`config.mk`:
```
export PLATFORM = sky130hd
export DESIGN_NAME = ocp_pickup
export DESIGN_NICKNAME = d
export VERILOG_FILES = /design/src/core/ocp_pkg.sv /design/src/core/ocp_pickup.sv /design/src/core/ocp_ratio_div.sv
export VERILOG_INCLUDE_DIRS = /design/src /design/src/core
export SDC_FILE = /design/constraint.sdc
export NUM_CORES = 2
export LEC_CHECK = 0
export ABC_AREA = 0
export BUFFER_PORTS_ARGS = -buffer_cell sky130_fd_sc_hd__buf_2
export CAP_MARGIN = 20
export CORE_MARGIN = 2
export CORE_UTILIZATION = 30
export DETAILED_ROUTE_END_ITERATION = 12
export GPL_ROUTABILITY_DRIVEN = 0
export HOLD_SLACK_MARGIN = 0.06
export MAX_ROUTING_LAYER = met4
export PLACE_DENSITY_LB_ADDON = 0.05
export SYNTH_ARGS = -nofsm -noshare
export SYNTH_HDL_FRONTEND = slang
export SYNTH_SLANG_ARGS = --single-unit
```
`constraint.sdc`:
```
create_clock -name i_ref_clk -period 10.7 [get_ports i_ref_clk]
set_input_delay 0.535 -clock i_ref_clk [delete_from_list [all_inputs] [get_ports i_ref_clk]]
set_output_delay 0.535 -clock i_ref_clk [all_outputs]
set_load 0.03 [all_outputs]
```
`src/core/ocp_regs.svh`:
```
// Constants of the overcurrent pick-up comparator
`ifndef OCP_REGS_SVH
`define OCP_REGS_SVH

`define OCP_MAG_W          16
`define OCP_THR_W          13
`define OCP_TIME_W         19
`define OCP_RATIO_W        17
`define OCP_THR_DEFAULT    13'h0078
`define OCP_RESET_PCT      7'h61
`define OCP_FULL_PCT       7'h64
`define OCP_UPDATE_MS      5
`define OCP_PREFAULT_MS    20
`define OCP_PREFAULT_TAPS  (`OCP_PREFAULT_MS / `OCP_UPDATE_MS)
`define OCP_HIST_DEPTH     (2 * `OCP_PREFAULT_TAPS)
`define OCP_TIME_MAX       19'h57E40
`define OCP_RATIO_MAX      17'h1E848
`define OCP_PERM_ALLOWED   2'h2
`define OCP_PERM_DISABLED  2'h1

`endif

```
`src/core/ocp_pkg.sv`:
```
// Types of the overcurrent pick-up comparator
package ocp_pkg;

  typedef enum logic [1:0] {
    OCP_SEL_RMS  = 2'h1,
    OCP_SEL_TRUE_RMS_MODE = 2'h2,
    OCP_SEL_PP   = 2'h3
  } ocp_mag_sel_type;

  // Gray along normal -> start -> trip
  typedef enum logic [1:0] {
    OCP_ST_NORMAL  = 2'h0,
    OCP_ST_START   = 2'h1,
    OCP_ST_TRIP    = 2'h3,
    OCP_ST_BLOCKED = 2'h2
  } ocp_stage_type;

  // Reported overall condition codes
  typedef enum logic [1:0] {
    OCP_COND_NORMAL  = 2'h0,
    OCP_COND_START   = 2'h1,
    OCP_COND_TRIP    = 2'h2,
    OCP_COND_BLOCKED = 2'h3
  } ocp_cond_type;

endpackage

```
`src/core/ocp_pickup.sv`:
```
// Three-phase overcurrent pick-up comparator, top level
//
// Notes on behaviour
// - Selector 1 RMS, 2 true RMS, 3 peak-to-peak; RMS after reset.
// - Peak-to-peak is built here from raw samples, not processed values.
// - True RMS input covers harmonics up to the 32nd.
// - Pre-fault value is 20 ms average ending 20 ms before start/trip.
// - All phases share one threshold; any phase over it picks up.
// - Release only below 97 % of threshold; fixed hysteresis.
// - Threshold in 0.01 nominal steps, default 1.20 nominal.
// - Start only while picked up and not blocked.
// - With forcing enabled, forced status code 0..17 drives outputs.
// - Stage code: 0 normal, 1 start, 2 trip, 3 blocked.
// - Phase code 0..14 for single, pair and three-phase start/trip.
// - Expected time, 5 ms steps; inverse mode follows current changes.
// - Remaining time to trip counts down in 5 ms steps, to 1800 s.
// - Ratio of highest phase to threshold, 0.01 resolution.
// - Remote threshold writes only when permission equals 2.
// - Permission, forcing and selector are static, outside groups.
// - Block present at pick-up gives blocked and no further processing.
`timescale 1ns/1ps
`default_nettype none
`include "ocp_regs.svh"

module ocp_pickup #(
  parameter int MW = `OCP_MAG_W,
  parameter int TW = `OCP_TIME_W
) (
  input  wire logic                   i_ref_clk,
  input  wire logic                   i_reset_n,
  input  wire logic                   i_meas_valid,
  input  wire logic [MW-1:0]          i_phase_a_rms,
  input  wire logic [MW-1:0]          i_phase_b_rms,
  input  wire logic [MW-1:0]          i_phase_c_rms,
  input  wire logic [MW-1:0]          i_phase_a_true_rms,
  input  wire logic [MW-1:0]          i_phase_b_true_rms,
  input  wire logic [MW-1:0]          i_phase_c_true_rms,
  input  wire logic                   i_sample_valid,
  input  wire logic [3*MW-1:0]        i_samples,
  input  wire logic [1:0]             i_mag_select,
  input  wire logic [`OCP_THR_W-1:0]  i_thr_value,
  input  wire logic                   i_thr_wr_local,
  input  wire logic                   i_thr_wr_remote,
  input  wire logic [1:0]             i_remote_perm,
  input  wire logic                   i_block,
  input  wire logic                   i_force_en,
  input  wire logic [4:0]             i_force_code,
  input  wire logic                   i_inverse_mode,
  input  wire logic [TW-1:0]          i_op_delay,
  input  wire logic [TW-1:0]          i_idmt_time,
  output logic                        o_start,
  output logic                        o_trip,
  output logic                        o_blocked,
  output logic [1:0]                  o_stage_code,
  output logic [3:0]                  o_phase_code,
  output logic [`OCP_THR_W-1:0]       o_threshold,
  output logic [MW-1:0]               o_measured_magnitude,
  output logic [MW-1:0]               o_prefault,
  output logic [TW-1:0]               o_expected_time,
  output logic [TW-1:0]               o_remaining_time,
  output logic [`OCP_RATIO_W-1:0]     o_ratio,
  output logic                        o_ratio_valid
);

  // ------------------------------------------------------------------
  // Helper functions
  // ------------------------------------------------------------------
  function automatic logic [3:0] phase_code(input logic [2:0] m,
                                            input logic       trip);
    logic [3:0] c;
    unique case (m)
      3'b001:  c = 4'h1;
      3'b010:  c = 4'h2;
      3'b100:  c = 4'h3;
      3'b011:  c = 4'h7;
      3'b110:  c = 4'h8;
      3'b101:  c = 4'h9;
      3'b111:  c = 4'hA;
      default: c = 4'h0;
    endcase
    if (trip && c != 4'h0)
      c = (c < 4'h4) ? c + 4'h3 : c + 4'h4;
    return c;
  endfunction

  function automatic logic [22:0] pct(input logic [MW-1:0] v,
                                      input logic [6:0]    p);
    return 23'(v) * 23'(p);
  endfunction

  // ------------------------------------------------------------------
  // Magnitude selection and peak-to-peak from samples
  // ------------------------------------------------------------------
  logic [MW-1:0] pmax_r [3], pmax_nxt [3];
  logic [MW-1:0] pmin_r [3], pmin_nxt [3];
  logic [MW-1:0] phase_a_peak_to_peak, phase_b_peak_to_peak;
  logic [MW-1:0] phase_c_peak_to_peak;
  logic [MW-1:0] pp [3];
  logic [MW-1:0] mag [3];
  logic [MW-1:0] max_mag;
  logic [MW:0]   diff;
  logic [MW-1:0] smp;
  ocp_pkg::ocp_mag_sel_type sel;

  always_comb begin
    diff = '0;
    smp  = '0;
    for (int p = 0; p < 3; p++) begin
      smp = i_samples[p*MW +: MW];
      diff = {pmax_r[p][MW-1], pmax_r[p]} - {pmin_r[p][MW-1], pmin_r[p]};
      pp[p] = diff[MW] ? {MW{1'b1}} : diff[MW-1:0];
      pmax_nxt[p] = pmax_r[p];
      pmin_nxt[p] = pmin_r[p];
      if (i_meas_valid) begin
        // Window restarts at each update
        pmax_nxt[p] = smp;
        pmin_nxt[p] = smp;
      end else if (i_sample_valid) begin
        if ($signed(smp) > $signed(pmax_r[p])) pmax_nxt[p] = smp;
        if ($signed(smp) < $signed(pmin_r[p])) pmin_nxt[p] = smp;
      end
    end
  end

  assign phase_a_peak_to_peak = pp[0];
  assign phase_b_peak_to_peak = pp[1];
  assign phase_c_peak_to_peak = pp[2];

  // Illegal selector code falls back to RMS
  assign sel = (i_mag_select == 2'h2) ? ocp_pkg::OCP_SEL_TRUE_RMS_MODE :
               (i_mag_select == 2'h3) ? ocp_pkg::OCP_SEL_PP :
                                        ocp_pkg::OCP_SEL_RMS;

  always_comb begin
    unique case (sel)
      ocp_pkg::OCP_SEL_TRUE_RMS_MODE: begin
        mag[0] = i_phase_a_true_rms;
        mag[1] = i_phase_b_true_rms;
        mag[2] = i_phase_c_true_rms;
      end
      ocp_pkg::OCP_SEL_PP: begin
        mag[0] = phase_a_peak_to_peak;
        mag[1] = phase_b_peak_to_peak;
        mag[2] = phase_c_peak_to_peak;
      end
      default: begin
        mag[0] = i_phase_a_rms;
        mag[1] = i_phase_b_rms;
        mag[2] = i_phase_c_rms;
      end
    endcase
    max_mag = mag[0];
    for (int p = 1; p < 3; p++)
      if (mag[p] > max_mag) max_mag = mag[p];
  end

  // ------------------------------------------------------------------
  // Threshold, comparison and stage sequence
  // ------------------------------------------------------------------
  logic [`OCP_THR_W-1:0] thr_nxt;
  logic [2:0]            pu_r, pu_nxt;
  logic [MW-1:0]         hist_r [`OCP_HIST_DEPTH];
  logic [MW-1:0]         hist_nxt [`OCP_HIST_DEPTH];
  logic [MW+2:0]         pf_sum;
  logic [MW-1:0]         pf_nxt, meas_nxt;
  logic [TW-1:0]         elapsed_r, elapsed_nxt, exp_nxt, rem_nxt;
  logic                  tick_d_r;
  ocp_pkg::ocp_stage_type st_r, st_nxt;

  always_comb begin
    thr_nxt = o_threshold;
    if (i_thr_wr_local ||
        (i_thr_wr_remote && i_remote_perm == `OCP_PERM_ALLOWED))
      thr_nxt = i_thr_value;
  end

  always_comb begin
    pu_nxt      = pu_r;
    st_nxt      = st_r;
    elapsed_nxt = elapsed_r;
    meas_nxt    = o_measured_magnitude;
    exp_nxt     = o_expected_time;
    pf_nxt      = o_prefault;
    hist_nxt    = hist_r;
    pf_sum      = '0;
    for (int t = `OCP_PREFAULT_TAPS; t < `OCP_HIST_DEPTH; t++)
      pf_sum = pf_sum + (MW+3)'(hist_r[t]);
    if (i_meas_valid) begin
      for (int p = 0; p < 3; p++) begin
        if (!pu_r[p])
          pu_nxt[p] = mag[p] > MW'(o_threshold);
        else
          pu_nxt[p] = !(pct(mag[p], `OCP_FULL_PCT) <
                        pct(MW'(o_threshold), `OCP_RESET_PCT));
      end
      meas_nxt = max_mag;
      hist_nxt[0] = max_mag;
      for (int t = 1; t < `OCP_HIST_DEPTH; t++)
        hist_nxt[t] = hist_r[t-1];
      // Inverse time follows the latest curve result at each update
      exp_nxt = i_inverse_mode ? i_idmt_time : i_op_delay;
      unique case (st_r)
        ocp_pkg::OCP_ST_NORMAL:
          if (pu_nxt != 3'h0) begin
            elapsed_nxt = '0;
            st_nxt = i_block ? ocp_pkg::OCP_ST_BLOCKED
                             : ocp_pkg::OCP_ST_START;
          end
        ocp_pkg::OCP_ST_START:
          if (pu_nxt == 3'h0)
            st_nxt = ocp_pkg::OCP_ST_NORMAL;
          else if (i_block)
            st_nxt = ocp_pkg::OCP_ST_BLOCKED;
          else begin
            if (elapsed_r < `OCP_TIME_MAX)
              elapsed_nxt = elapsed_r + 1'b1;
            if (elapsed_r + 1'b1 >= exp_nxt)
              st_nxt = ocp_pkg::OCP_ST_TRIP;
          end
        ocp_pkg::OCP_ST_TRIP,
        ocp_pkg::OCP_ST_BLOCKED:
          if (pu_nxt == 3'h0)
            st_nxt = ocp_pkg::OCP_ST_NORMAL;
      endcase
      if ((st_nxt == ocp_pkg::OCP_ST_START &&
           st_r == ocp_pkg::OCP_ST_NORMAL) ||
          (st_nxt == ocp_pkg::OCP_ST_TRIP &&
           st_r != ocp_pkg::OCP_ST_TRIP))
        pf_nxt = pf_sum[MW+1:2];
    end
    rem_nxt = (st_nxt == ocp_pkg::OCP_ST_START && exp_nxt > elapsed_nxt)
              ? exp_nxt - elapsed_nxt : '0;
  end

  // ------------------------------------------------------------------
  // Output encoding, with forcing taking over the outputs
  // ------------------------------------------------------------------
  logic       start_nxt, trip_nxt, blk_nxt;
  logic [1:0] stage_nxt;
  logic [3:0] phase_nxt;

  always_comb begin
    start_nxt = st_nxt == ocp_pkg::OCP_ST_START;
    trip_nxt  = st_nxt == ocp_pkg::OCP_ST_TRIP;
    blk_nxt   = st_nxt == ocp_pkg::OCP_ST_BLOCKED;
    phase_nxt = (start_nxt || trip_nxt) ? phase_code(pu_nxt, trip_nxt)
                                        : 4'h0;
    if (i_force_en) begin
      start_nxt = i_force_code == 5'h01 ||
                  (i_force_code >= 5'h04 && i_force_code <= 5'h06) ||
                  (i_force_code >= 5'h0A && i_force_code <= 5'h0D);
      trip_nxt  = i_force_code == 5'h02 ||
                  (i_force_code >= 5'h07 && i_force_code <= 5'h09) ||
                  (i_force_code >= 5'h0E && i_force_code <= 5'h11);
      blk_nxt   = i_force_code == 5'h03;
      // Forced phase codes sit three above the reported ones
      phase_nxt = (i_force_code >= 5'h04 && i_force_code <= 5'h11)
                  ? 4'(i_force_code - 5'h03) : 4'h0;
    end
    stage_nxt = trip_nxt  ? ocp_pkg::OCP_COND_TRIP :
                start_nxt ? ocp_pkg::OCP_COND_START :
                blk_nxt   ? ocp_pkg::OCP_COND_BLOCKED :
                            ocp_pkg::OCP_COND_NORMAL;
  end

  always_ff @(posedge i_ref_clk or negedge i_reset_n) begin
    if (!i_reset_n) begin
      for (int p = 0; p < 3; p++) begin
        pmax_r[p] <= '0;
        pmin_r[p] <= '0;
      end
      for (int t = 0; t < `OCP_HIST_DEPTH; t++)
        hist_r[t] <= '0;
      o_threshold          <= `OCP_THR_DEFAULT;
      pu_r                 <= 3'h0;
      st_r                 <= ocp_pkg::OCP_ST_NORMAL;
      elapsed_r            <= '0;
      tick_d_r             <= 1'b0;
      o_measured_magnitude <= '0;
      o_prefault           <= '0;
      o_expected_time      <= '0;
      o_remaining_time     <= '0;
      o_start              <= 1'b0;
      o_trip               <= 1'b0;
      o_blocked            <= 1'b0;
      o_stage_code         <= 2'h0;
      o_phase_code         <= 4'h0;
    end else begin
      pmax_r               <= pmax_nxt;
      pmin_r               <= pmin_nxt;
      hist_r               <= hist_nxt;
      o_threshold          <= thr_nxt;
      pu_r                 <= pu_nxt;
      st_r                 <= st_nxt;
      elapsed_r            <= elapsed_nxt;
      tick_d_r             <= i_meas_valid;
      o_measured_magnitude <= meas_nxt;
      o_prefault           <= pf_nxt;
      o_expected_time      <= exp_nxt;
      o_remaining_time     <= rem_nxt;
      o_start              <= start_nxt;
      o_trip               <= trip_nxt;
      o_blocked            <= blk_nxt;
      o_stage_code         <= stage_nxt;
      o_phase_code         <= phase_nxt;
    end
  end

  // Ratio recomputed after each update from the new highest phase
  ocp_ratio_div u_ratio (
    .i_ref_clk (i_ref_clk),
    .i_reset_n (i_reset_n),
    .i_go      (tick_d_r),
    .i_num     (pct(o_measured_magnitude, `OCP_FULL_PCT)),
    .i_den     (o_threshold),
    .o_ratio   (o_ratio),
    .o_valid   (o_ratio_valid)
  );
endmodule
`default_nettype wire

```
`src/core/ocp_ratio_div.sv`:
```
// Serial divider for the measured-to-threshold ratio
`timescale 1ns/1ps
`default_nettype none
`include "ocp_regs.svh"

module ocp_ratio_div #(
  parameter int NUM_W = 23,
  parameter int DEN_W = `OCP_THR_W,
  parameter int OUT_W = `OCP_RATIO_W
) (
  input  wire logic             i_ref_clk,
  input  wire logic             i_reset_n,
  input  wire logic             i_go,
  input  wire logic [NUM_W-1:0] i_num,
  input  wire logic [DEN_W-1:0] i_den,
  output logic      [OUT_W-1:0] o_ratio,
  output logic                  o_valid
);

  logic [NUM_W-1:0] quo_r, quo_nxt;
  logic [DEN_W:0]   rem_r, rem_nxt;
  logic [DEN_W-1:0] den_r, den_nxt;
  logic [4:0]       cnt_r, cnt_nxt;
  logic             busy_r, busy_nxt;
  logic [OUT_W-1:0] ratio_nxt;
  logic             valid_nxt;
  logic [DEN_W+1:0] trial;

  // One quotient bit per clock; a new request restarts the division
  always_comb begin
    quo_nxt   = quo_r;
    rem_nxt   = rem_r;
    den_nxt   = den_r;
    cnt_nxt   = cnt_r;
    busy_nxt  = busy_r;
    ratio_nxt = o_ratio;
    valid_nxt = 1'b0;
    trial     = {rem_r, quo_r[NUM_W-1]} - {2'h0, den_r};
    if (i_go) begin
      quo_nxt  = i_num;
      rem_nxt  = '0;
      den_nxt  = i_den;
      cnt_nxt  = 5'(NUM_W);
      busy_nxt = 1'b1;
    end else if (busy_r) begin
      if (!trial[DEN_W+1]) begin
        rem_nxt = trial[DEN_W:0];
        quo_nxt = {quo_r[NUM_W-2:0], 1'b1};
      end else begin
        rem_nxt = {rem_r[DEN_W-1:0], quo_r[NUM_W-1]};
        quo_nxt = {quo_r[NUM_W-2:0], 1'b0};
      end
      cnt_nxt = cnt_r - 5'h01;
      if (cnt_r == 5'h01) begin
        busy_nxt  = 1'b0;
        valid_nxt = 1'b1;
        // Zero threshold cannot occur in range, but saturate anyway
        if (den_r == '0 || quo_nxt > NUM_W'(`OCP_RATIO_MAX))
          ratio_nxt = `OCP_RATIO_MAX;
        else
          ratio_nxt = quo_nxt[OUT_W-1:0];
      end
    end
  end

  always_ff @(posedge i_ref_clk or negedge i_reset_n) begin
    if (!i_reset_n) begin
      quo_r   <= '0;
      rem_r   <= '0;
      den_r   <= '0;
      cnt_r   <= 5'h00;
      busy_r  <= 1'b0;
      o_ratio <= '0;
      o_valid <= 1'b0;
    end else begin
      quo_r   <= quo_nxt;
      rem_r   <= rem_nxt;
      den_r   <= den_nxt;
      cnt_r   <= cnt_nxt;
      busy_r  <= busy_nxt;
      o_ratio <= ratio_nxt;
      o_valid <= valid_nxt;
    end
  end

endmodule
`default_nettype wire

```
# [Yosys cells after proc, flatten, opt, wreduce, memory -nomap -nowiden]
# Index checks and enable logic that the tools add are counted.
[word_totals] register_bits=399 output_inout_bits=110 in_bits=213 word_cells=228
[op_classes] magnitude_cmp=27 n_eq_ne=25 bitwise=1 n_mul=5 muxes=80 add_sub_neg=13 reduce_logical=43
[ops] operator="$mux W16" n=23
[ops] operator="$mux W19" n=8
[ops] operator="$pmux W48 S2" n=1
[ops] operator="$mux W23" n=4
[ops] operator="$mul A16 B5 Y21 const B" n=4
[ops] operator="$gt A16 B16 Y1" n=5
[ops] operator="$lt A23 B20 Y1" n=3
[ops] operator="$sub A16 B16 Y17" n=3
[ops] operator="$gt A16 B13 Y1" n=3
[ops] operator="$lt A16 B16 Y1" n=3
[ops] operator="$mux W14" n=3
[ops] operator="$pmux W19 S2" n=1
[ops] operator="$pmux W4 S7" n=1
[ops] operator="$mux W2" n=13
[ops] operator="$gt A23 B17 Y1 const B" n=1
[ops] operator="$eq A2 B2 Y1 const B" n=10
[ops] operator="$mul A13 B7 Y20 const B" n=1
[ops] operator="$mux W4" n=5
[ops] operator="$add A19 B1 Y19 const B" n=1
[ops] operator="$ge A19 B19 Y1" n=1
[ops] operator="$gt A19 B19 Y1" n=1
[ops] operator="$lt A19 B19 Y1 const B" n=1
[ops] operator="$sub A19 B19 Y19" n=1
[ops] operator="$add A17 B16 Y18" n=1
[ops] operator="38 further kinds" n=96

# [Longest topological paths before layout]
[depth] ltp_word=20 ltp_mapped=56 ltp_nobuf=51

# [Modules after synthesis]
# From an unflattened synthesis, not the netlist that was laid out.
[hier_totals] cells_unflattened=3688 area_unflattened_um2=35345.1
[by_module_without_submodules] module="ocp_pickup" cells_each=3268 seq_area_each_um2=8137.8 area_per_inst_um2=31278.7 instances=1
[by_module_without_submodules] module="ocp_ratio_div" cells_each=420 seq_area_each_um2=1851.8 area_per_inst_um2=4066.4 instances=1

# [Least setup slack after synthesis]
# Ideal clock, no wire load.
[synth_timing] path_kind="register -> register" from="register pmax_r[32] in the netlist's numbering" to="register o_remaining_time[5]" required_ns=10.581 slack_ns=0.825 setup_time_ns=0.119 path_buffers=4 t_arrival_ns=9.756 synth_period_minus_slack_ns=9.875 path_stages_with_launch=53 path_cell_list="dfrtp_1 -> inv_1 -> ha_1 -> fa_1 -> nor2b_1 -> o31ai_1 -> a21oi_1 -> a21oi_1 -> a211oi_2 -> clkbuf_1 -> a21oi_1 -> ha_1 -> ha_1 -> inv_1 -> fa_1 -> inv_1 -> ha_1 -> o21ai_0 -> [17 not listed] -> o32ai_2 -> o221ai_4 -> nor2b_1 -> buf_4 -> clkbuf_1 -> nand2_1 -> o31ai_1 -> a22oi_1 -> ha_1 -> a21oi_1 -> o21a_1 -> a21oi_4 -> a211oi_2 -> o31a_2 -> o21ai_4 -> o31ai_4 -> buf_6 -> nor2_1"
[synth_via] elab_chain_cells=16 elab_cells_between_ends=26 classes_between="2 x add/sub; 1 x mul; 3 x order compare; 1 x eq/ne; 15 x mux; 4 x reduce/logical"
[synth_lines] element="start: declaration" line="ocp_pickup.sv:94" text="logic [MW-1:0] pmax_r [3], pmax_nxt [3];"
[synth_lines] element="start signal: assignment" line="ocp_pickup.sv:289" text="pmax_r <= pmax_nxt;"
[synth_lines] element="$sub A16 B16 Y17 *" line="ocp_pickup.sv:110" text="diff = {pmax_r[p][MW-1], pmax_r[p]} - {pmin_r[p][MW-1], pmin_r[p]};"
[synth_lines] element="$mux W16 *" line="ocp_pickup.sv:111" text="pp[p] = diff[MW] ? {MW{1'b1}} : diff[MW-1:0];"
[synth_lines] element="$pmux W48 S2 *" line="ocp_pickup.sv:135" text="unique case (sel)"
[synth_lines] element="$mul A16 B5 Y21" line="ocp_pickup.sv:88" text="return 23'(v) * 23'(p);"
[synth_lines] element="$lt A23 B20 Y1" line="ocp_pickup.sv:193" text="pu_nxt[p] = !(pct(mag[p], `OCP_FULL_PCT) <"
[synth_lines] element="$logic_not A1 Y1" line="ocp_pickup.sv:193"
[synth_lines] element="$mux W1 *" line="ocp_pickup.sv:190" text="if (!pu_r[p])"
[synth_lines] element="$mux W1 *" line="ocp_pickup.sv:188" text="if (i_meas_valid) begin"
[synth_lines] element="parallel branches: the longest is 7 deep, another holds $gt A19 B19 Y1"
[synth_lines] element="$mux W19 *" line="ocp_pickup.sv:232" text="? exp_nxt - elapsed_nxt : '0;"
[synth_lines] element="net rem_nxt[5]" line="ocp_pickup.sv:166" text="logic [TW-1:0] elapsed_r, elapsed_nxt, exp_nxt, rem_nxt;"
[synth_lines] element="end signal: assignment" line="ocp_pickup.sv:300" text="o_remaining_time <= rem_nxt;"
[synth_lines] element="end: declaration" line="ocp_pickup.sv:60" text="output logic [TW-1:0] o_remaining_time,"
# Mark *: on every way through the listed nets, which the timed path passes. The select of a mux whose other input is x is not followed.
# A chain may end at the register's enable or synchronous reset.

# [Worst setup path in the final report]
[layout_timing] from="register pmax_r[0] in the netlist's numbering" to="register o_remaining_time[2]"
# The elaborated chain is that of the path after synthesis.

==> results.py <==
metrics = {
    "yosys": {
        "synth_ff_type": "dfrtp_1",
        "synth.top_cell.area_share": 0.278,
        "synth_area_leader_cell": "dfrtp_1",
        "ys_seq_elements": 399,
        "ys_warn_count": 0,
        "mappedNetlistArea_sq_um": 35600,
        "syn_nets": 4675,
        "ys_types": 89,
        "async_flop_share": 1.00,
        "yosysSeqAreaShare": 0.280,
        "syn_inst": 3766,
        "synthTopCellsByArea": "dfrtp_1, ha_1, mux2_2, fa_1, inv_1",
        "synth_enable_flop_cells": 0,
        "postSynthAreaPerCell_sq_um": 9.46,
    },
    "power_and_ir_drop": {
        "p_per_area_nw_per_um2": 358,
        "p_leak_nw": 20.3,
        "ir_worst_vdd_uv": 191,
    },
    "place": {
        "pre_cts_ws_ns": -0.0983,
        "placed_area_sq_um": 39500,
        "hpwl_microns": 93100,
        "portBuffers": 322,
    },
    "route": {
        "viasPerCell": 4.95,
        "wl_per_cell_microns": 20.2,
        "drcViolationCount": 0,
        "detail-route-antenna-nets": 0,
        "routed_wl_microns": 115000,
        "first_pass_iters": 5,
        "dr_total_vias": 28300,
        "drtIter0Drc": 1364,
    },
    "sta": {
        "worst_pin_slew_ns": 1.11,
        "tns_ns": 0,
        "fin_ws_ns": 0.696,
        "maxSlewViolCount": 0,
        "clock_skew_ns": 0.0499,
        "max_clock_freq_mhz": 100,
        "whs_ns": 0.110,
        "final-hold-violation-count": 0,
        "fin_crit_ns": 10.00,
        "relSlewSlack": 0.261,
        "setup_viol": 0,
        "min_period_over_period": 0.935,
    },
    "clocking": {
        "cts_max_path_buffers": 3,
        "path_clk_slew_ns": 0.06,
        "worstSkewPairLatency_ns": 0.67,
        "htree_levels": 2,
        "cts_tree": "built",
        "cts.sinks": 399,
        "cts_root_buffer": "clkbuf_16",
        "cts_made_buffers": 53,
    },
    "setup_path": {
        "critical-path-slowest-cell": "o21ai_0",
        "cp_data_required_time_ns": 11.27,
        "worstPathArrival_ns": 10.58,
        "crit_type": "reg2reg",
        "r2r-end": "o_remaining_time[2]",
        "crit_path_max_fanout": 18,
        "path_buf_inv": 4,
        "start_kind": "register",
        "path_delay_family": "compound AO/OA/AOI/OAI gates",
        "worst_path_largest_cell_delay_ns": 0.66,
        "reg2reg_depth": 42,
        "rrSetupSlack_ns": 0.70,
        "critPathCaptureType": "register",
        "cpMostUsedCell": "ha_1",
        "r2r_start": "pmax_r[0]",
    },
    "hold_path": {
        "hold-path-cell-count": 2,
        "min_path_type": "in2reg",
        "worstHoldEndpoint": "o_threshold[12]",
        "holdCritStartpoint": "i_thr_value[12]",
    },
    "run": {
        "maxCapViolCount": 0,
    },
    "floorplanning": {
        "die-width_microns": 349,
        "row_count": 126,
        "core_area_sq_um": 118000,
        "dieArea_sq_um": 121000,
        "start_util": 0.302,
        "ioPinCount": 323,
        "chipHeight_microns": 349,
    },
    "global_route": {
        "grt_start_max_net_pins": 160,
        "grt_pass1_wl_microns": 176000,
        "overflow": 0,
        "grtUsageTotal": 0.194,
        "antenna_found_initial": 8,
        "first_global_vias": 28400,
    },
    "layout": {
        "layout.core_utilization": 0.353,
        "final_cell_mix": "ha_1, dfrtp_1, inv_1, buf_2, a21oi_1",
        "num-fill-cells": 12300,
        "fin_nets": 5038,
        "syn_to_final_growth_pct": 16.9,
        "layout-drive-gt1-share": 0.188,
        "final_common_cell": "ha_1",
        "stdcell_area_sq_um": 41600,
    },
    "run_status": {
        "outcome": "finished, final reports clean",
    },
}
-- worst max path at each step --
| stage | start | endpoint | slack, ns | cells after the start |
|---|---|---|---|---|
| floorplan | pmax_r[32] | o_remaining_time[5] | 0.83 | 52 |
| global placement | pmax_r[0] | o_remaining_time[10] | -0.07 | 49 |
| detailed placement | pmax_r[32] | o_remaining_time[10] | -0.1 | 52 |
| CTS | pmax_r[32] | o_remaining_time[2] | 0.0004 | 51 |
| global route | pmax_r[32] | o_remaining_time[2] | -0.01 | 51 |
| finish | pmax_r[0] | o_remaining_time[2] | 0.70 | 42 |
-- cell type report --
| type | count | area (sq um) | area share |
|---|---|---|---|
| clock inverters | 32 | 430 | 0.0103 |
| repair buffers | 433 | 2560 | 0.0614 |
| multi-input cells | 2861 | 23800 | 0.572 |
| inverters | 381 | 1430 | 0.0344 |
| diodes | 6 | 15.0 | 0.000361 |
| well taps | 1536 | 1920 | 0.0462 |
| clock buffers | 68 | 1450 | 0.0349 |
| flip-flops and latches | 399 | 9990 | 0.240 |
-- cell families (layout without fill, tap and decap cells) --
family,count (synthesis),in the layout,synth area share
buffers and inverters,506,914,0.0554
other,0,6,0
adders and majority gates,698,698,0.263
xor gates and xnor gates,144,144,0.0354
DFF,399,399,0.280
and+or+nand+nor,789,789,0.108
muxes,285,285,0.0872
AOI/OAI and AO/OA,945,945,0.171
-- synth_stat cells (all sizes together), types with 8 or more instances --
library cell / number
a211o: 8
a211oi: 51
a21boi: 25
a21o: 100
a21oi: 258
a22o: 13
a22oi: 8
a31oi: 12
and2: 9
and3: 19
buf: 27
clkbuf: 98
dfrtp: 395
fa: 86
ha: 610
inv: 380
mux2: 198
mux2i: 87
nand2: 205
nand2b: 61
nand3: 86
nand4: 43
nor2: 200
nor2b: 35
nor3: 57
nor3b: 23
nor4: 14
o2111ai: 8
o211ai: 28
o21a: 39
o21ai: 227
o21bai: 28
o221ai: 12
o22ai: 48
o31a: 8
o31ai: 17
or3: 9
xnor2: 93
xor2: 51
-- flip-flops by register name, summed over array words and instances (netlist names), 5 cells and up --
signal / flops
o_expected_time: 19
u_ratio.o_ratio: 17
o_threshold: 13
hist_r: 128
u_ratio.rem_r: 14
pmax_r: 48
u_ratio.den_r: 13
u_ratio.quo_r: 23
o_prefault: 16
u_ratio.cnt_r: 5
pmin_r: 48
elapsed_r: 19
o_remaining_time: 19
-- layer usage --
layer / vias to the layer above / global-route usage / share of wire
met2: 441 / 0.307 / 0.46
met3: 129 / 0.0257 / 0.035
li1: 14200 / - / -
met4: 0 / 0.0508 / 0.027
met5: - / - / 0
met1: 13500 / 0.260 / 0.48
-- power by group --
part	switching, mW	total [mW]	internal [mW]
clock	0.772	1.93	1.16
sequential	0.426	2.41	1.98
combinational	6.02	10.6	4.56
-- metrics by stage --
stage,cells,power [mW]
after detailed placement,5600,13.0
after global placement,5598,13.1
after floorplan,3766,10.1
after CTS,5701,15.1
final,5716,14.9
after global routing,5715,16.7
-- what timing repair did --
item	CTS	global route
resized for setup	2	26
setup endpoints to repair	19	19
pin swaps	0	5
buffers inserted	0	4
hold buffers	1	0
hold endpoints to repair	77	0
Note: power is estimated with default switching activity, not from simulation.
